$ cat src/prs_pkg.sv
// package: constants and types for the loop reference selection block
package prs_pkg;
    // reference choice field encodings
    localparam logic [1:0] PRS_SEL_REF0 = 2'h0;
    localparam logic [1:0] PRS_SEL_REF1 = 2'h1;
    localparam logic [1:0] PRS_SEL_PINS = 2'h2;
    localparam logic [1:0] PRS_SEL_AUTO = 2'h3;
    // divider source encodings for outputs 4 to 7
    localparam logic [1:0] PRS_DIV_LOOP = 2'h0;
    localparam logic [1:0] PRS_DIV_REF0 = 2'h1;
    localparam logic [1:0] PRS_DIV_REF1 = 2'h2;
    localparam logic [1:0] PRS_DIV_XTAL = 2'h3;
    // rising edges needed to revalidate a lost reference
    localparam int PRS_VALID_EDGES = 8;
    localparam logic [3:0] PRS_VALID_EDGES_C = 4'h8;
    // priority range: 0 is highest, 3 lowest
    localparam logic [1:0] PRS_PRIO_RESET0 = 2'h1;
    localparam logic [1:0] PRS_PRIO_RESET1 = 2'h2;
    // loop states
    typedef enum logic [1:0] {PRS_FREE_RUN, PRS_LOCKED, PRS_HOLDOVER} prs_loop_e;
endpackage

$ cat src/prs_ref_valid.sv
// revalidation of one input reference after a loss of signal
`timescale 1ns/1ns
module prs_ref_valid
    import prs_pkg::*;
(
    // clock and reset
    input wire logic clock,
    input wire logic rst_sync_n,
    // reference and monitor
    input wire logic ref_pin,
    input wire logic los_pin,
    // validity
    output logic valid
);
    logic [2:0] sync_q;
    logic [2:0] los_s_q;
    logic ref_lvl_q;
    logic los_lvl_q;
    logic [3:0] cnt_q;
    logic rise;

    // three-stage synchronisers; a change counts when stages two and three agree
    always_ff @(posedge clock or negedge rst_sync_n) begin
        if (!rst_sync_n) begin
            sync_q <= 3'h0;
            los_s_q <= 3'h7;
            ref_lvl_q <= 1'b0;
            los_lvl_q <= 1'b1;
        end else begin
            sync_q <= {sync_q[1:0], ref_pin};
            los_s_q <= {los_s_q[1:0], los_pin};
            if (sync_q[1] == sync_q[2]) begin
                ref_lvl_q <= sync_q[2];
            end
            if (los_s_q[1] == los_s_q[2]) begin
                los_lvl_q <= los_s_q[2];
            end
        end
    end

    assign rise = (sync_q[1] == sync_q[2]) && sync_q[2] && !ref_lvl_q;

    // edge counter; a fault restarts it
    always_ff @(posedge clock or negedge rst_sync_n) begin
        if (!rst_sync_n) begin
            cnt_q <= 4'h0;
        end else if (los_lvl_q) begin
            cnt_q <= 4'h0;
        end else if (rise && cnt_q != PRS_VALID_EDGES_C) begin
            cnt_q <= cnt_q + 4'h1;
        end
    end

    assign valid = (cnt_q == PRS_VALID_EDGES_C) && !los_lvl_q;

    property p_valid_needs_edges;
        @(posedge clock) disable iff (!rst_sync_n) $rose(valid) |-> $past(rise) && !los_lvl_q;
    endproperty
    a_valid_needs_edges: assert property (p_valid_needs_edges) else $error("valid without final edge");
    property p_fault_clears;
        @(posedge clock) disable iff (!rst_sync_n) los_lvl_q |=> cnt_q == 4'h0;
    endproperty
    a_fault_clears: assert property (p_fault_clears) else $error("fault did not restart count");
endmodule // prs_ref_valid

$ cat src/prs_loop_fsm.sv
// state machine and reference choice for one loop path
`timescale 1ns/1ns
module prs_loop_fsm
    import prs_pkg::*;
(
    // clock and reset
    input wire logic clock,
    input wire logic rst_sync_n,
    // configuration
    input wire logic [1:0] reference_choice_field,
    input wire logic revertive,
    input wire logic [1:0] prio0,
    input wire logic [1:0] prio1,
    input wire logic ref_pick_pin,
    // validity
    input wire logic [1:0] ref_valid,
    // status
    output prs_pkg::prs_loop_e state,
    output logic active_ref,
    output logic switch_pulse
);
    prs_loop_e state_q;
    logic ref_q;
    logic sw_q;
    logic manual;
    logic man_ref;
    logic best;
    logic best_ok;

    // lower priority value wins; ties go to reference 0
    function automatic logic pick_best(input logic [1:0] v, input logic [1:0] p0, input logic [1:0] p1);
        if (v[0] && v[1]) begin
            pick_best = (p1 < p0);
        end else begin
            pick_best = !v[0];
        end
    endfunction

    assign manual = (reference_choice_field != PRS_SEL_AUTO);
    assign man_ref = (reference_choice_field == PRS_SEL_PINS) ? ref_pick_pin : reference_choice_field[0];
    assign best = pick_best(ref_valid, prio0, prio1);
    assign best_ok = |ref_valid;

    // loop state and reference in use
    always_ff @(posedge clock or negedge rst_sync_n) begin
        if (!rst_sync_n) begin
            state_q <= PRS_FREE_RUN;
            ref_q <= 1'b0;
            sw_q <= 1'b0;
        end else begin
            sw_q <= 1'b0;
            case (state_q)
                PRS_FREE_RUN, PRS_HOLDOVER: begin
                    if (manual) begin
                        ref_q <= man_ref;
                        if (ref_valid[man_ref]) begin
                            state_q <= PRS_LOCKED;
                        end
                    end else if (best_ok) begin
                        ref_q <= best;
                        state_q <= PRS_LOCKED;
                    end
                end
                PRS_LOCKED: begin
                    if (manual) begin
                        if (man_ref != ref_q) begin
                            ref_q <= man_ref;
                            sw_q <= 1'b1;
                            if (!ref_valid[man_ref]) begin
                                state_q <= PRS_HOLDOVER;
                            end
                        end else if (!ref_valid[ref_q]) begin
                            state_q <= PRS_HOLDOVER;
                        end
                    end else if (!ref_valid[ref_q]) begin
                        if (best_ok) begin
                            ref_q <= best;
                            sw_q <= 1'b1;
                        end else begin
                            state_q <= PRS_HOLDOVER;
                        end
                    end else if (revertive && best != ref_q) begin
                        ref_q <= best;
                        sw_q <= 1'b1;
                    end // keeps the present reference otherwise
                end
                default: begin
                    state_q <= PRS_FREE_RUN;
                end
            endcase
        end
    end

    assign state = state_q;
    assign active_ref = ref_q;
    assign switch_pulse = sw_q;

    property p_hold_when_none;
        @(posedge clock) disable iff (!rst_sync_n)
            (state_q == PRS_LOCKED && !manual && ref_valid == 2'h0) |=> state_q == PRS_HOLDOVER;
    endproperty
    a_hold_when_none: assert property (p_hold_when_none) else $error("no holdover on loss");
    property p_manual_no_switch;
        @(posedge clock) disable iff (!rst_sync_n)
            (state_q == PRS_LOCKED && manual && man_ref == ref_q && !ref_valid[ref_q]) |=>
                state_q == PRS_HOLDOVER && $stable(ref_q);
    endproperty
    a_manual_no_switch: assert property (p_manual_no_switch) else $error("manual loss switched");
    property p_auto_switch;
        @(posedge clock) disable iff (!rst_sync_n)
            (state_q == PRS_LOCKED && !manual && !ref_valid[ref_q] && ref_valid[!ref_q]) |=>
                state_q == PRS_LOCKED && ref_q == !$past(ref_q);
    endproperty
    a_auto_switch: assert property (p_auto_switch) else $error("no switch to valid ref");
    property p_nonrev;
        @(posedge clock) disable iff (!rst_sync_n)
            (state_q == PRS_LOCKED && !manual && !revertive && ref_valid[ref_q]) |=> $stable(ref_q);
    endproperty
    a_nonrev: assert property (p_nonrev) else $error("non-revertive switched");
    property p_rev;
        @(posedge clock) disable iff (!rst_sync_n)
            (state_q == PRS_LOCKED && !manual && revertive && ref_valid == 2'h3) |=> ref_q == $past(best);
    endproperty
    a_rev: assert property (p_rev) else $error("revertive did not follow priority");
    property p_auto_lock;
        @(posedge clock) disable iff (!rst_sync_n)
            (state_q == PRS_FREE_RUN && !manual && best_ok) |=> state_q == PRS_LOCKED && ref_q == $past(best);
    endproperty
    a_auto_lock: assert property (p_auto_lock) else $error("auto did not lock best");
    property p_pin_pick;
        @(posedge clock) disable iff (!rst_sync_n)
            (reference_choice_field == PRS_SEL_PINS) |=> ref_q == $past(ref_pick_pin);
    endproperty
    a_pin_pick: assert property (p_pin_pick) else $error("pin select ignored");
endmodule // prs_loop_fsm

$ cat src/prs_top.sv
// top: two loop paths, reference validation, bypass and divider source mux
`timescale 1ns/1ns
// ================================================================
module prs_top
    import prs_pkg::*;
(
    // clock and reset
    input wire logic clock,
    input wire logic rst_n,
    // input references and loss monitor flags
    input wire logic input_reference_0,
    input wire logic input_reference_1,
    input wire logic [1:0] ref_los,
    input wire logic xtal_clock,
    // selection configuration per loop
    input wire logic [1:0] reference_choice_field_0,
    input wire logic [1:0] reference_choice_field_1,
    input wire logic [1:0] revertive,
    input wire logic [1:0] prio_l0_r0,
    input wire logic [1:0] prio_l0_r1,
    input wire logic [1:0] prio_l1_r0,
    input wire logic [1:0] prio_l1_r1,
    input wire logic [1:0] ref_pick_pins,
    // bypass and divider source
    input wire logic loop_bypass_select,
    input wire logic [1:0] div_source_sel,
    input wire logic loop_clock_4,
    input wire logic loop_clock_5,
    input wire logic loop_clock_div,
    // configuration load
    input wire logic cfg_from_serial,
    input wire logic cfg_load_done,
    output logic cfg_load_req,
    output logic cfg_load_serial,
    // outputs
    output logic output_clock_4,
    output logic output_clock_5,
    output logic div_source_clock,
    // status
    output logic [1:0] lock_status,
    output logic [1:0] holdover_status,
    output logic [1:0] lock_pin,
    output logic [1:0] holdover_pin,
    output logic [1:0] active_ref,
    output logic [1:0] switch_event,
    output logic [1:0] ref_alarm,
    output logic [1:0] ref_valid
);
    logic [1:0] rst_q;
    logic rst_sync_n;
    logic [2:0] pick0_q;
    logic [2:0] pick1_q;
    logic [2:0] byp_q;
    logic pick0_lvl_q;
    logic pick1_lvl_q;
    logic byp_lvl_q;
    logic [1:0] valid_q;
    logic [1:0] lock_q;
    logic [1:0] hold_q;
    logic [1:0] alarm_q;
    logic load_pend_q;
    logic load_ser_q;
    logic [1:0] pick_lvl;
    prs_loop_e st [2];

    // master reset: asynchronous assert, two-flop release
    always_ff @(posedge clock or negedge rst_n) begin
        if (!rst_n) begin
            rst_q <= 2'h0;
        end else begin
            rst_q <= {rst_q[0], 1'b1};
        end
    end
    assign rst_sync_n = rst_q[1];

    // pin synchronisers for select and bypass pins
    always_ff @(posedge clock or negedge rst_sync_n) begin
        if (!rst_sync_n) begin
            pick0_q <= 3'h0;
            pick1_q <= 3'h0;
            byp_q <= 3'h0;
            pick0_lvl_q <= 1'b0;
            pick1_lvl_q <= 1'b0;
            byp_lvl_q <= 1'b0;
        end else begin
            pick0_q <= {pick0_q[1:0], ref_pick_pins[0]};
            pick1_q <= {pick1_q[1:0], ref_pick_pins[1]};
            byp_q <= {byp_q[1:0], loop_bypass_select};
            if (pick0_q[1] == pick0_q[2]) begin
                pick0_lvl_q <= pick0_q[2];
            end
            if (pick1_q[1] == pick1_q[2]) begin
                pick1_lvl_q <= pick1_q[2];
            end
            if (byp_q[1] == byp_q[2]) begin
                byp_lvl_q <= byp_q[2];
            end
        end
    end
    assign pick_lvl = {pick1_lvl_q, pick0_lvl_q};

    // reference revalidation, one per input reference
    prs_ref_valid u_valid0 (
        .clock(clock),
        .rst_sync_n(rst_sync_n),
        .ref_pin(input_reference_0),
        .los_pin(ref_los[0]),
        .valid(valid_q[0])
    );
    prs_ref_valid u_valid1 (
        .clock(clock),
        .rst_sync_n(rst_sync_n),
        .ref_pin(input_reference_1),
        .los_pin(ref_los[1]),
        .valid(valid_q[1])
    );
    assign ref_valid = valid_q;

    // independent selection per loop path
    prs_loop_fsm u_loop0 (
        .clock(clock),
        .rst_sync_n(rst_sync_n),
        .reference_choice_field(reference_choice_field_0),
        .revertive(revertive[0]),
        .prio0(prio_l0_r0),
        .prio1(prio_l0_r1),
        .ref_pick_pin(pick_lvl[0]),
        .ref_valid(valid_q),
        .state(st[0]),
        .active_ref(active_ref[0]),
        .switch_pulse(switch_event[0])
    );
    prs_loop_fsm u_loop1 (
        .clock(clock),
        .rst_sync_n(rst_sync_n),
        .reference_choice_field(reference_choice_field_1),
        .revertive(revertive[1]),
        .prio0(prio_l1_r0),
        .prio1(prio_l1_r1),
        .ref_pick_pin(pick_lvl[1]),
        .ref_valid(valid_q),
        .state(st[1]),
        .active_ref(active_ref[1]),
        .switch_pulse(switch_event[1])
    );

    // lock and holdover status registers
    always_ff @(posedge clock or negedge rst_sync_n) begin
        if (!rst_sync_n) begin
            lock_q <= 2'h0;
            hold_q <= 2'h0;
        end else begin
            lock_q <= {st[1] == PRS_LOCKED, st[0] == PRS_LOCKED};
            hold_q <= {st[1] == PRS_HOLDOVER, st[0] == PRS_HOLDOVER};
        end
    end
    assign lock_status = lock_q;
    assign holdover_status = hold_q;
    assign lock_pin = lock_q;
    assign holdover_pin = hold_q;

    // alarm follows loss of a reference until it is revalidated
    always_ff @(posedge clock or negedge rst_sync_n) begin
        if (!rst_sync_n) begin
            alarm_q <= 2'h0;
        end else begin
            alarm_q <= ~valid_q;
        end
    end
    assign ref_alarm = alarm_q;

    // autonomous configuration load after reset release
    always_ff @(posedge clock or negedge rst_sync_n) begin
        if (!rst_sync_n) begin
            load_pend_q <= 1'b1;
            load_ser_q <= 1'b0;
        end else begin
            load_ser_q <= cfg_from_serial;
            if (cfg_load_done) begin
                load_pend_q <= 1'b0;
            end
        end
    end
    assign cfg_load_req = load_pend_q;
    assign cfg_load_serial = load_ser_q;

    // bypass routes raw references; divider mux with crystal option
    assign output_clock_4 = byp_lvl_q ? input_reference_0 : loop_clock_4;
    assign output_clock_5 = byp_lvl_q ? input_reference_1 : loop_clock_5;
    always_comb begin
        case (div_source_sel)
            PRS_DIV_REF0: div_source_clock = input_reference_0;
            PRS_DIV_REF1: div_source_clock = input_reference_1;
            PRS_DIV_XTAL: div_source_clock = xtal_clock;
            default: div_source_clock = loop_clock_div;
        endcase
    end

    property p_status_follows;
        @(posedge clock) disable iff (!rst_sync_n) (st[0] == PRS_HOLDOVER) |=> holdover_pin[0] && !lock_pin[0];
    endproperty
    a_status_follows: assert property (p_status_follows) else $error("holdover status lagging");
    property p_alarm;
        @(posedge clock) disable iff (!rst_sync_n) !valid_q[1] |=> ref_alarm[1];
    endproperty
    a_alarm: assert property (p_alarm) else $error("alarm missing");
    property p_bypass;
        @(posedge clock) disable iff (!rst_sync_n)
            byp_lvl_q |-> output_clock_4 == input_reference_0 && output_clock_5 == input_reference_1;
    endproperty
    a_bypass: assert property (p_bypass) else $error("bypass not routed");
    property p_start_free;
        @(posedge clock) $rose(rst_sync_n) |-> st[0] == PRS_FREE_RUN && st[1] == PRS_FREE_RUN;
    endproperty
    a_start_free: assert property (p_start_free) else $error("not free-run after reset");
endmodule // prs_top

$ cat config.mk
export PLATFORM = sky130hd
export DESIGN_NAME = prs_top
export DESIGN_NICKNAME = d
export VERILOG_FILES = /design/src/prs_pkg.sv /design/src/prs_ref_valid.sv /design/src/prs_loop_fsm.sv /design/src/prs_top.sv
export SDC_FILE = /design/constraint.sdc
export NUM_CORES = 1
export LEC_CHECK = 0
export BUFFER_PORTS_ARGS = -buffer_cell sky130_fd_sc_hd__buf_2
export CORE_MARGIN = 3
export CORE_UTILIZATION = 49
export DETAILED_ROUTE_END_ITERATION = 10
export GPL_TIMING_DRIVEN = 0
export PLACE_DENSITY = 0.79
export SYNTH_ARGS = -nofsm -noshare
export SYNTH_HDL_FRONTEND = slang
export SYNTH_HIERARCHICAL = 1
export SYNTH_SLANG_ARGS = --single-unit
$ cat constraint.sdc
create_clock -name clock -period 1.6 [get_ports clock]
set_clock_uncertainty 0.15 [all_clocks]
set_input_delay 0.16 -clock clock [delete_from_list [all_inputs] [get_ports clock]]
set_output_delay 0.16 -clock clock [all_outputs]
set_load 0.03 [all_outputs]
==> flow_metrics.env <==
export IMPL_status="finished, violations left"
export IMPL_violations="negative setup slack"
export IMPL_r2r_cells=10
export IMPL_end_kind="flip-flop"
export IMPL_ys_types=40
export IMPL_relSlewSlack=0.296
export IMPL_synth_edf_count=0
export IMPL_cpPeakStageDelay_ns=0.41
export IMPL_peakVddDrop_v=0.000517
export IMPL_grt_pass1_vias=1874
export IMPL_internal_power_mw=2.10
export IMPL_num_vias=1862
export IMPL_cts_tree="built"
export IMPL_initial_core_util=0.514
export IMPL_worstPathCellList="inv_2, ha_4, nand2_4, nor3_4, buf_6, nand2_4, o2bb2ai_4, mux2i_4, nor3_2, nor4b_2"
export IMPL_min_period_ns=2.06
export IMPL_antenna_found_initial=0
export IMPL_coreArea_sq_um=4790
export IMPL_crit_required_ns=1.67
export IMPL_p_per_area_nw_per_um2=846
export IMPL_clk_latency_ns=0.31
export IMPL_drc_errors=0
export IMPL_syn_avg_cell_area_sq_um=12.1
export IMPL_antenna_cells=0
export IMPL_grt_ovfl_total=0
export IMPL_total_leakage_power_nw=1.49
export IMPL_cp_max_fo=8
export IMPL_rsz0062_at_grt="yes"
export IMPL_drtIter0Drc=95
export IMPL_cts_max_path_buffers=2
export IMPL_syn_cell_area_sq_um=2460
export IMPL_placed_area_sq_um=2810
export IMPL_finalWeightedCongestion=0.881
export IMPL_arrival_ns=2.13
export IMPL_timing_worst_setup_path_type="reg2reg"
export IMPL_grt_pass1_wl_mm=8.25
export IMPL_fp_dieW_microns=76.8
export IMPL_period_share=1.29
export IMPL_ys_ff_latch=54
export IMPL_holdPathStages=3
export IMPL_area_growth_pct=34.5
export IMPL_firstDrtPassIters=4
export IMPL_grt_total_usage=0.177
export IMPL_setup_viol=10
export IMPL_dp_hpwl_mm=2.97
export IMPL_detail_route_vias_per_cell=5.20
export IMPL_hold_viol_final=0
export IMPL_async_flop_share=1.00
export IMPL_synth_main_ff_cell="dfrtp_1"
export IMPL_layout_drive_gt1_share=0.443
export IMPL_slew_violations=0
export IMPL_wl_per_cell_microns=14.0
export IMPL_die_h_microns=76.8
export IMPL_pin_count=52
export IMPL_pre_cts_ws_ns=-0.778
export IMPL_fin_area_sq_um=3310
export IMPL_fmax_mhz=485
export IMPL_max_cap_violations=0
export IMPL_ant_nets=0
export IMPL_totalWireLength_mm=5.00
export IMPL_fin_ws_ns=-0.461
export IMPL_p_clk_frac=0.335
export IMPL_clk_pin_slew_worst_paths_ns=0.10
export IMPL_ys_warn_count=6
export IMPL_p_sw_frac=0.250
export IMPL_cts_max_level=2
export IMPL_grt_max_degree=53
export IMPL_whs_ns=0.0991
export IMPL_cts_sinks=54
export IMPL_rows=25
export IMPL_syn_inst=203
export IMPL_cpMaxStageDelayCell="dfrtp_1"
export IMPL_fin_nets=329
export IMPL_die_area_sq_um=5900
export IMPL_p_sw_mw=0.700
export IMPL_numCtsBuffers=5
export IMPL_synth_fp_nets=242
export IMPL_cp_start_kind="flip-flop"
export IMPL_seqPwrFrac=0.537
export IMPL_power_frac_comb=0.128
export IMPL_hp_class="in2reg"
export IMPL_worstMarginPinSlew_ns=1.06
export IMPL_cts_root_buf="clkbuf_8"
export IMPL_crit_top_cell="nand2_4"
export IMPL_io_buffers=51
export IMPL_synth_seq_area_share=0.554
-- cell usage in the layout (no fill, tap or decap), drive strengths merged, types with 3 or more instances in the layout --
master / count
buf: 76
maj3: 5
dlygate4sd3: 11
nor3: 3
a21oi: 8
mux2i: 10
nand2b: 12
nand2: 11
dfstp: 9
nor2: 16
dfrtp: 45
o21bai: 4
o2bb2ai: 6
nand3: 4
o21ai: 4
nor2b: 7
inv: 12
clkbuf: 5
ha: 8
mux2: 6
-- routing by layer --
| layer | vias up | global-route usage | part of all wire |
|---|---|---|---|
| met5 | - | 0 | 0 |
| met1 | 910 | 0.200 | 0.40 |
| met3 | 17 | 0.0399 | 0.040 |
| li1 | 879 | - | - |
| met4 | 0 | 0.0870 | 0.036 |
| met2 | 56 | 0.313 | 0.52 |
-- cells by family after synthesis --
group	Yosys count	share of synthesized area
buf+inv	18	0.0366
mux	17	0.0789
xor+xnor	4	0.0143
compound gates	34	0.112
fa+ha+maj	13	0.0611
simple gates	62	0.141
other cells	1	0.00153
flops	54	0.554
-- worst paths after layout --
check | from | to | slack, ns
setup / recovery | u_valid0/cnt_q[0]$_DFFE_PN0P_ | u_loop1/switch_pulse$_DFF_PN0_ | -0.46
hold / removal | reference_choice_field_0[0] | u_loop0/state[1]$_DFFE_PN0P_ | 0.1
setup reg to reg | u_valid0/cnt_q[0]$_DFFE_PN0P_ | u_loop1/switch_pulse$_DFF_PN0_ | -0.46
hold reg to reg | pick0_q[0]$_DFF_PN0_ | pick0_q[1]$_DFF_PN0_ | 0.21
max in group asynchronous | rst_q[1]$_DFF_PN0_ | u_loop0/active_ref$_DFFE_PN0P_ | 0.33
min in group asynchronous | rst_q[1]$_DFF_PN0_ | byp_q[0]$_DFF_PN0_ | 0.32
-- through the flow --
stage               total power, mW   util  setup TNS [ns]  cells
global placement               1.79  0.588           -4.61    321
global route                   2.92  0.691           -4.23    358
finish                         2.80  0.691           -3.32    358
CTS                            2.81  0.676           -3.24    354
detailed placement             1.80  0.588           -4.73    321
floorplan                      1.70      -           -4.05    203
-- cell usage after synthesis (3+ instances only) --
| cell | number | share of area |
|---|---|---|
| o21bai_1 | 4 | 0.012 |
| o2bb2ai_1 | 4 | 0.014 |
| buf_4 | 6 | 0.018 |
| nand3_1 | 4 | 0.0081 |
| ha_1 | 8 | 0.041 |
| maj3_1 | 5 | 0.020 |
| mux2i_1 | 10 | 0.041 |
| o21ai_0 | 4 | 0.0081 |
| nor3_1 | 3 | 0.0061 |
| nor2b_1 | 7 | 0.018 |
| a21oi_1 | 6 | 0.012 |
| nor2_1 | 16 | 0.024 |
| nand2_1 | 11 | 0.017 |
| dfrtp_1 | 45 | 0.46 |
| mux2_2 | 3 | 0.014 |
| inv_1 | 11 | 0.017 |
| nand2b_1 | 11 | 0.028 |
| dfstp_2 | 9 | 0.096 |
-- power by group through the flow --
| stage | clock network [mW] | registers (mW) | logic (mW) |
|---|---|---|---|
| floorplan | 0 | 1.53 | 0.173 |
| global placement | 0 | 1.53 | 0.261 |
| detailed placement | 0 | 1.53 | 0.271 |
| CTS | 0.967 | 1.51 | 0.333 |
| global route | 1.01 | 1.52 | 0.387 |
| finish | 0.938 | 1.50 | 0.357 |
-- final cells by class --
cell class,instances,area (sq um)
fillers,330,1480
flip-flops and latches,54,1360
multi-input cells,131,1120
repair buffers,81,532
well taps,67,83.8
clock buffers,5,68.8
clock inverters,3,48.8
plain buffers,6,45.0
inverters,11,41.3
-- state kept, by name (all words and copies together), names as in the netlist, 2 cells and up --
| name | count |
|---|---|
| u_loop0/state | 2 |
| u_valid0/los_s_q | 3 |
| u_loop1/state | 2 |
| pick0_q | 3 |
| holdover_pin | 2 |
| rst_q | 2 |
| u_valid1/los_s_q | 3 |
| u_valid1/cnt_q | 4 |
| u_valid1/sync_q | 3 |
| pick1_q | 3 |
| ref_alarm | 2 |
| lock_pin | 2 |
| byp_q | 3 |
| u_valid0/cnt_q | 4 |
| u_valid0/sync_q | 3 |
-- critical path, delay by kind of cell (launching register included) --
kind	cells	cell delay (ns)
buffers and inverters	2	0.25
multiplexers	1	0.28
flip-flops	1	0.41
adder cells (fa/ha/maj)	1	0.15
AO/OA/AOI/OAI	1	0.21
AND/OR/NAND/NOR	5	0.52
-- what timing repair did --
item | CTS | global route
endpoints found under the setup margin | 10 | 10
endpoints found under the hold margin | 11 | 0
hold buffers | 11 | 0
setup buffers | 15 | 4
gates resized for setup | 23 | 6
cloned | 0 | 0
pin swaps | 8 | 6
Note: power is estimated with default switching activity, not from simulation.
